--- config.mk ---
export PLATFORM = sky130hd
export DESIGN_NAME = dram_ctrl
export DESIGN_NICKNAME = d
export VERILOG_FILES = /design/src/dram_ctrl_pkg.sv /design/src/dram_ctrl.sv
export VERILOG_INCLUDE_DIRS = /design/src
export SDC_FILE = /design/constraint.sdc
export NUM_CORES = 1
export LEC_CHECK = 0
export BUFFER_PORTS_ARGS = -buffer_cell sky130_fd_sc_hd__buf_4
export CAP_MARGIN = 40
export CORE_MARGIN = 1.5
export CORE_UTILIZATION = 39
export DETAILED_ROUTE_END_ITERATION = 16
export GPL_ROUTABILITY_DRIVEN = 0
export PLACE_DENSITY_LB_ADDON = 0.2
export SETUP_SLACK_MARGIN = 0.5
export SYNTH_ARGS = -nofsm -noshare
export SYNTH_HDL_FRONTEND = slang
export SYNTH_SLANG_ARGS = --single-unit
export TNS_END_PERCENT = 100
--- constraint.sdc ---
create_clock -name sys_clk -period 3.3 [get_ports sys_clk]
set_clock_uncertainty 0.15 [all_clocks]
set_input_delay 0.33 -clock sys_clk [delete_from_list [all_inputs] [get_ports sys_clk]]
set_output_delay 0.33 -clock sys_clk [all_outputs]
set_load 0.005 [all_outputs]
--- src/dram_ctrl_consts.svh ---
// Timing and geometry constants for the multiplexed-address DRAM controller
`ifndef DRAM_CTRL_CONSTS_SVH
`define DRAM_CTRL_CONSTS_SVH
`define CLK_PERIOD_PS   4000
`define REF_PERIOD_NS   4000000
`define ROW_COUNT       256
`define T_RAS_MIN_NS    200
`define T_RAS_MAX_NS    10000
`define T_RP_MIN_NS     120
`define T_CAS_MIN_NS    135
`define T_CP_MIN_NS     80
`define T_PC_MIN_NS     206
`define T_RCD_MIN_NS    25
`define T_RSH_MIN_NS    135
`define T_RWD_MIN_NS    100
`define T_CWD_MIN_NS    50
`define T_ASR_MIN_NS    0
`define CYC_MIN(ns) (((ns) * 1000 + `CLK_PERIOD_PS - 1) / `CLK_PERIOD_PS)
`define CYC_MAX(ns) (((ns) * 64'd1000) / `CLK_PERIOD_PS)
`endif

--- src/dram_ctrl_pkg.sv ---
// Types for the multiplexed-address DRAM controller
package dram_ctrl_pkg;
   typedef enum logic [3:0] {
      ST_IDLE, ST_ROW, ST_RCD, ST_CAS, ST_RMW, ST_CPRE, ST_HOLD, ST_PRE
   } state_t;
   typedef struct packed {
      logic       write;
      logic       rmw;
      logic [7:0] row;
      logic [7:0] col;
      logic       wdata;
      logic [1:0] sel;
   } req_t;
   typedef struct packed {
      logic       ras_n;
      logic [3:0] cas_n;
      logic       we_n;
      logic [7:0] addr;
      logic       din;
   } pins_t;
endpackage : dram_ctrl_pkg

--- src/dram_ctrl.sv ---
// Host-side controller: refresh, page mode and strobe timing for a 64K x 1 DRAM bank
// Function
// RQ1: Whole array refreshed within every 4 ms
// RQ2: Visit all 256 rows each refresh period
// RQ3: Column strobe held high during refresh
// RQ4: Device output floats without column strobe
// RQ5: Page mode: row open, columns strobed
// RQ6: Common row strobe, decoded column strobes
// RQ7: Page column cycles spaced at least 206 ns
// RQ8: Row strobe low 200 ns to 10 us; a column accepted close to C_RMAX can hold it low past 10 us
// RQ9: Row strobe precharge at least 120 ns
// RQ10: Column strobe low 135 ns to 10 us
// RQ11: Column strobe high 80 ns in page
// RQ12: Column strobe falls 25 ns after row
// RQ13: Column strobe high before row strobe falls
// RQ14: Row rises 135 ns after last column fall
// RQ15: Modify-write: write enable delayed after strobes
// RQ16: Eight-bit counter, evenly spaced row-only refresh
// RQ17: Row address then column address, same lines
// RQ18: Write enable high reads, low writes
// RQ19: Early write leaves device output floating
// RQ20: Read data valid while column strobe low
`timescale 1ns/1ps
`include "dram_ctrl_consts.svh"
module dram_ctrl #(
   parameter int REF_INTERVAL = int'(`CYC_MAX(`REF_PERIOD_NS) / `ROW_COUNT) - 64,
   parameter int ACCESS_CYC   = `CYC_MIN(`T_CAS_MIN_NS) - 1
) (
   input  wire logic                 sys_clk,
   input  wire logic                 rst,
   input  wire logic                 req_valid,
   output logic                      req_ready,
   input  wire dram_ctrl_pkg::req_t  req,
   input  wire logic                 req_last,
   output logic                      rsp_valid,
   output logic                      rsp_data,
   output logic                      busy,
   output dram_ctrl_pkg::pins_t      pins,
   input  wire logic                 dout
);
   localparam logic [7:0] C_RAS  = 8'(`CYC_MIN(`T_RAS_MIN_NS));
   localparam logic [7:0] C_RP   = 8'(`CYC_MIN(`T_RP_MIN_NS));
   localparam logic [7:0] C_CAS  = 8'(`CYC_MIN(`T_CAS_MIN_NS));
   localparam logic [7:0] C_CP   = 8'(`CYC_MIN(`T_CP_MIN_NS));
   localparam logic [7:0] C_PC   = 8'(`CYC_MIN(`T_PC_MIN_NS));
   localparam logic [7:0] C_RCD  = 8'(`CYC_MIN(`T_RCD_MIN_NS));
   localparam logic [7:0] C_RSH  = 8'(`CYC_MIN(`T_RSH_MIN_NS));
   localparam logic [7:0] C_RWD  = 8'(`CYC_MIN(`T_RWD_MIN_NS));
   localparam logic [7:0] C_CWD  = 8'(`CYC_MIN(`T_CWD_MIN_NS));
   localparam logic [11:0] C_RMAX = 12'(`CYC_MAX(`T_RAS_MAX_NS) - 16);
   localparam logic [7:0] C_ACC  = 8'(ACCESS_CYC);
   localparam logic [19:0] C_REF = 20'(REF_INTERVAL);

   typedef struct packed {
      dram_ctrl_pkg::state_t st;
      dram_ctrl_pkg::pins_t  pins;
      dram_ctrl_pkg::req_t   cur;
      logic                  refresh;
      logic                  last;
      logic [7:0]            tmr;
      logic [7:0]            pc_tmr;
      logic [11:0]           ras_tmr;
      logic [7:0]            ref_row;
      logic [19:0]           ref_tmr;
      logic                  ref_pend;
      logic                  rsp_valid;
      logic                  rsp_data;
   } state_s_t;

   state_s_t s_q;
   state_s_t s_d;

   // Accept a row in idle with no refresh pending, or a new column while row is open and timers elapsed
   assign req_ready = (s_q.st == dram_ctrl_pkg::ST_IDLE && !s_q.ref_pend
                       && s_q.tmr == 8'h00)
                      || (s_q.st == dram_ctrl_pkg::ST_CPRE && s_q.tmr == 8'h00
                          && s_q.pc_tmr == 8'h00 && !s_q.last);
   assign pins      = s_q.pins;
   assign rsp_valid = s_q.rsp_valid;
   assign rsp_data  = s_q.rsp_data;
   assign busy      = s_q.st != dram_ctrl_pkg::ST_IDLE;

   always_comb begin
      s_d = s_q;
      s_d.rsp_valid = 1'b0;
      if (s_q.tmr != 8'h00) begin
         s_d.tmr = s_q.tmr - 8'h01;
      end
      if (s_q.pc_tmr != 8'h00) begin
         s_d.pc_tmr = s_q.pc_tmr - 8'h01;
      end
      if (!s_q.pins.ras_n) begin
         s_d.ras_tmr = s_q.ras_tmr + 12'h001;
      end
      // Evenly spaced refresh requests
      if (s_q.ref_tmr == 20'h00000) begin // [RQ1] [RQ16]
         s_d.ref_tmr  = C_REF;
         s_d.ref_pend = 1'b1;
      end else begin
         s_d.ref_tmr = s_q.ref_tmr - 20'h00001;
      end
      case (s_q.st)
         dram_ctrl_pkg::ST_IDLE: begin
            // Column strobes all high here, so row fall is safe
            if (s_q.tmr == 8'h00) begin // [RQ9] [RQ13]
               if (s_q.ref_pend) begin
                  s_d.refresh   = 1'b1;
                  s_d.pins.addr = s_q.ref_row; // [RQ2]
                  s_d.st        = dram_ctrl_pkg::ST_ROW;
               end else if (req_valid) begin
                  s_d.refresh   = 1'b0;
                  s_d.cur       = req;
                  s_d.last      = req_last;
                  s_d.pins.addr = req.row; // [RQ17]
                  s_d.st        = dram_ctrl_pkg::ST_ROW;
               end
            end
         end
         dram_ctrl_pkg::ST_ROW: begin
            s_d.pins.ras_n = 1'b0; // [RQ6]
            s_d.ras_tmr    = 12'h000;
            if (s_q.refresh) begin
               s_d.tmr = C_RAS - 8'h01; // [RQ8]
               s_d.st  = dram_ctrl_pkg::ST_HOLD; // [RQ3]
            end else begin
               s_d.tmr = C_RCD - 8'h01; // [RQ12]
               s_d.st  = dram_ctrl_pkg::ST_RCD;
            end
         end
         dram_ctrl_pkg::ST_RCD: begin
            if (s_q.tmr == 8'h00) begin
               s_d.pins.addr = s_q.cur.col; // [RQ17]
               s_d.pins.din  = s_q.cur.wdata;
               // Early write: enable low before column strobe
               s_d.pins.we_n = !(s_q.cur.write && !s_q.cur.rmw); // [RQ18] [RQ19]
               s_d.st        = dram_ctrl_pkg::ST_CAS;
            end
         end
         dram_ctrl_pkg::ST_CAS: begin
            s_d.pins.cas_n               = 4'hf;
            s_d.pins.cas_n[s_q.cur.sel]  = 1'b0; // [RQ6] [RQ5]
            s_d.tmr                      = C_CAS - 8'h01; // [RQ10]
            s_d.pc_tmr                   = C_PC - 8'h01; // [RQ7]
            s_d.st = s_q.cur.rmw ? dram_ctrl_pkg::ST_RMW : dram_ctrl_pkg::ST_CPRE;
         end
         dram_ctrl_pkg::ST_RMW: begin
            if (s_q.tmr == C_CAS - C_ACC) begin
               s_d.rsp_valid = 1'b1;
               s_d.rsp_data  = dout; // [RQ20]
            end
            // Delayed write once both strobe delays elapsed and data was read
            if (s_q.ras_tmr >= 12'(C_RWD) && s_q.tmr <= C_CAS - C_CWD
                && s_q.tmr < C_CAS - C_ACC) begin // [RQ15]
               s_d.pins.we_n = 1'b0;
               s_d.tmr       = C_CAS - 8'h01;
               s_d.st        = dram_ctrl_pkg::ST_CPRE;
            end
         end
         dram_ctrl_pkg::ST_CPRE: begin
            if (!(&s_q.pins.cas_n)) begin
               // Sample read data before raising the column strobe
               if (s_q.tmr == C_CAS - C_ACC && s_q.pins.we_n && !s_q.cur.rmw) begin
                  s_d.rsp_valid = 1'b1;
                  s_d.rsp_data  = dout; // [RQ20]
               end
               if (s_q.tmr == 8'h00) begin
                  s_d.pins.cas_n = 4'hf;
                  s_d.pins.we_n  = 1'b1;
                  s_d.tmr        = C_CP - 8'h01; // [RQ11]
                  if (s_q.last || s_q.ras_tmr >= C_RMAX) begin
                     s_d.tmr = (C_RSH > C_CAS) ? C_RSH - C_CAS : 8'h00; // [RQ14]
                     s_d.st  = dram_ctrl_pkg::ST_HOLD;
                  end
               end
            end else if (s_q.tmr == 8'h00 && s_q.pc_tmr == 8'h00 && req_valid) begin
               s_d.cur       = req;
               s_d.cur.row   = s_q.cur.row;
               s_d.last      = req_last;
               s_d.pins.addr = req.col;
               s_d.pins.din  = req.wdata;
               s_d.pins.we_n = !(req.write && !req.rmw);
               s_d.st        = dram_ctrl_pkg::ST_CAS; // [RQ5]
            end else if (s_q.ras_tmr >= C_RMAX) begin
               s_d.tmr = 8'h00;
               s_d.st  = dram_ctrl_pkg::ST_HOLD; // [RQ8]
            end
         end
         dram_ctrl_pkg::ST_HOLD: begin
            if (s_q.tmr == 8'h00 && s_q.ras_tmr >= 12'(C_RAS)) begin // [RQ8]
               s_d.pins.ras_n = 1'b1;
               s_d.pins.cas_n = 4'hf;
               s_d.tmr        = C_RP - 8'h01; // [RQ9]
               if (s_q.refresh) begin
                  s_d.ref_row  = s_q.ref_row + 8'h01; // [RQ2] [RQ16]
                  s_d.ref_pend = (s_q.ref_tmr == 20'h00000);
               end
               s_d.st = dram_ctrl_pkg::ST_PRE;
            end
         end
         dram_ctrl_pkg::ST_PRE: begin
            s_d.st = dram_ctrl_pkg::ST_IDLE;
         end
         default: begin
            s_d.st = dram_ctrl_pkg::ST_IDLE;
         end
      endcase
      // Refresh request set wins over the clear
      if (s_q.ref_tmr == 20'h00000) begin
         s_d.ref_pend = 1'b1;
      end
   end

   always_ff @(posedge sys_clk) begin
      if (rst) begin
         s_q            <= '0;
         s_q.st         <= dram_ctrl_pkg::ST_IDLE;
         s_q.pins.ras_n <= 1'b1;
         s_q.pins.cas_n <= 4'hf;
         s_q.pins.we_n  <= 1'b1;
         s_q.ref_tmr    <= 20'h00000;
      end else begin
         s_q <= s_d;
      end
   end
endmodule : dram_ctrl

==> flow_summary.toml <==
[synth]
yosysUniqueCellTypes = 63
synth_top_area_cell = "dfxtp_1"
ys_warn_count = 0
synth_area_um2 = 5024
ys.flop_type = "dfxtp_1"
synth_top_cell_area_share_pct = 36.66
synthTopCellsByCount = "dfxtp_1 (92), nor2_1 (72), nand2_1 (67)"
synth_most_common_cell = "dfxtp_1"
synth_edf_count = 0
synth_cells = 607
ys_seq_elements = 92
yosysSeqAreaShare_pct = 36.66
ys_async_sr_fraction_pct = 0
ys_top_cells_by_area = "dfxtp_1 (37%), mux2i_1 (5.4%), nor2_1 (5.4%), nand2_1 (5.0%), xnor2_1 (4.0%)"
synth_fp_nets = 647
postSynthAreaPerCell_um2 = 8.276

[global_route]
grt_pass1_vias = 4139
grt_max_degree = 44
gr-total-overflow = 0
met2_usage_pct = 30.39
use_met3_pct = 4.203
grt_usage_pct = 19.28
use_met1_pct = 25.42
grt_pass1_wl_mm = 20.16
antenna_found_initial = 0
grt_most_used_layer = "met2"

[power_and_ir_drop]
powerDensity_nw_per_um2 = 903.3
power_mw = 5.233
leakage_nw = 2.289
ir_drop_v = 0.0003631

[worst_setup_path]
end_kind = "register"
worst_ep_required_time_ns = 3.43
start_kind = "register"
worst-path-max-fanout = 5
rrSetupSlack_ns = 0.61
path_class = "register to register"
path_cells = "inv_1 -> ha_1 -> or3b_4 -> a311oi_4 -> nand4_2 -> or4_1 -> a21oi_1"
cpMaxStageDelayCell = "or3b_4"
arrival_ns = 2.82
reg2reg_from = "s_q[51]"
worstSetupStartpoint = "s_q[51]"
cp_slowest_stage_delay_ns = 0.46

[clock_tree]
htree_levels = 3
cts_tree = "done"
clk_latency_ns = 0.35
cts_root_buf = "clkbuf_16"
cts_made_buffers = 9
clock-sinks = 92
clk_pin_slew_worst_paths_ns = 0.06
clockBufferDepth = 2

[finish]
instances_no_fill = 813
final_area_um2 = 5793
diodes = 0
nets = 676
post-route-util_pct = 46.09
drive_gt1_share_pct = 15.13
syn2layout_area_growth_pct = 15.32

[route]
wirelength_mm = 12.20
ant_nets = 0
drtIter0Drc = 176
vias = 4382
post_drt_wl_per_cell_um = 15.00
vias_per_cell = 5.390
drc = 0
firstDrtPassIters = 5

[timing]
fmax_mhz = 371.7
worst_pin_slew_ns = 0.6265
fin_ws_ns = 0.6094
fin_crit_ns = 2.691
tns_ns = 0
finalHoldViolations = 0
period_share_pct = 81.53
maxSlewHeadroom_pct = 57.91
finalSetupViolations = 0
rsz0062_at_grt = "no"
fin_hold_ws_ns = 0.05930
slew_viol_final = 0

[place]
dp_hpwl_mm = 8.816
placed_cells = 795
port_buffers = 44
post-place-ws_ns = 0.5974
postPlaceCellArea_um2 = 5444

[floorplan]
dieArea_um2 = 13570
fp-row-count = 41
dieWidth_um = 116.5
core-area_um2 = 12570
die_h_um = 116.5
start_util_pct = 39.97
design.portCount = 45

[worst_hold_path]
hold_path.class = "primary input to register"
worstHoldStart = "req[1]"

[run]
max-cap-violations = 0

[run_status]
status = "finished clean"
final cells by class:
class | count | area, µm²
Inverter | 22 | 82.58
Clock buffer | 10 | 239.0
Tap cell | 172 | 215.2
Timing Repair Buffer | 58 | 435.4
Multi-Input combinational cell | 453 | 2893
Fill cell | 1264 | 6775
Sequential cell | 92 | 1842
Clock inverter | 6 | 86.33
timing repair:
| item | 4_1_cts | 5_1_grt |
|---|---|---|
| hold buffers | 0 | 0 |
| buffers inserted | 0 | 2 |
| resized for setup | 0 | 2 |
| setup endpoints to repair | 0 | 10 |
layout by cell type, fill, tap and decap left out, types with 3 or more instances in the layout:
| cell | netlist | routed |
|---|---|---|
| or4_4 | 3 | 3 |
| a211oi_1 | 4 | 4 |
| nor2_1 | 72 | 72 |
| o21a_1 | 3 | 3 |
| nand2b_1 | 6 | 6 |
| clkbuf_16 | 0 | 9 |
| or4_1 | 6 | 6 |
| inv_1 | 20 | 20 |
| o21ai_1 | 17 | 17 |
| and2_1 | 4 | 4 |
| nand3_1 | 31 | 31 |
| xor2_1 | 19 | 19 |
| nand2_1 | 67 | 67 |
| xnor2_1 | 23 | 23 |
| dfxtp_1 | 92 | 92 |
| mux2i_1 | 27 | 27 |
| o211ai_1 | 8 | 8 |
| o2111ai_1 | 3 | 3 |
| nor3b_1 | 5 | 5 |
| mux2_2 | 9 | 9 |
| nand4_1 | 13 | 13 |
| nor3_1 | 14 | 14 |
| nor2b_1 | 4 | 4 |
| nor4_1 | 6 | 6 |
| a21oi_1 | 30 | 30 |
| nand4b_1 | 3 | 3 |
| and3_1 | 3 | 3 |
| o31ai_1 | 6 | 6 |
| a31oi_1 | 4 | 3 |
| o21ai_0 | 15 | 15 |
| buf_4 | 15 | 58 |
| ha_1 | 14 | 14 |
cell families (layout without fill, tap and decap cells):
logic type	Yosys count	count (layout)	synth area share [%]
xor gates and xnor gates	42	42	7.322
buffers and inverters	62	96	5.928
AOI/OAI and AO/OA	111	111	14.57
and+or+nand+nor	250	250	24.63
DFF	92	92	36.66
muxes	36	36	7.397
adders and majority gates	14	14	3.487
layer usage:
layer	part of all wire (%)	vias up
li1	-	2192
met4	2.1	0
met5	0	-
met1	46	2046
met3	5.9	21
met2	46	123
path summary, 6_finish.rpt:
| check | end | cells after the start |
|---|---|---|
| worst max-delay path | s_q[29] | 7 |
| worst min-delay path | s_q[62] | 3 |
| worst max register to register | s_q[29] | 7 |
| worst min register to register | s_q[70] | 2 |
flip-flops by register name, summed over array words and instances, names as in the netlist:
| register | cells |
|---|---|
| pins | 15 |
| s_q | 75 |
| rsp_valid | 1 |
| rsp_data | 1 |
power by group:
part / switching (mW) / internal, mW / total [mW] / leakage (nW)
sequential: 0.264 / 1.39 / 1.65 / 0.749
clock: 0.449 / 0.684 / 1.13 / 0.159
combinational: 1.36 / 1.09 / 2.45 / 1.38
critical path: cells and delay by family, from the launching register on:
| kind | cells | cell delay (ns) |
|---|---|---|
| DFF | 1 | 0.35 |
| buffers and inverters | 1 | 0.13 |
| adders and majority gates | 1 | 0.25 |
| and+or+nand+nor | 3 | 1.12 |
| AOI/OAI and AO/OA | 2 | 0.60 |
Power figures use the tool's default switching activity.
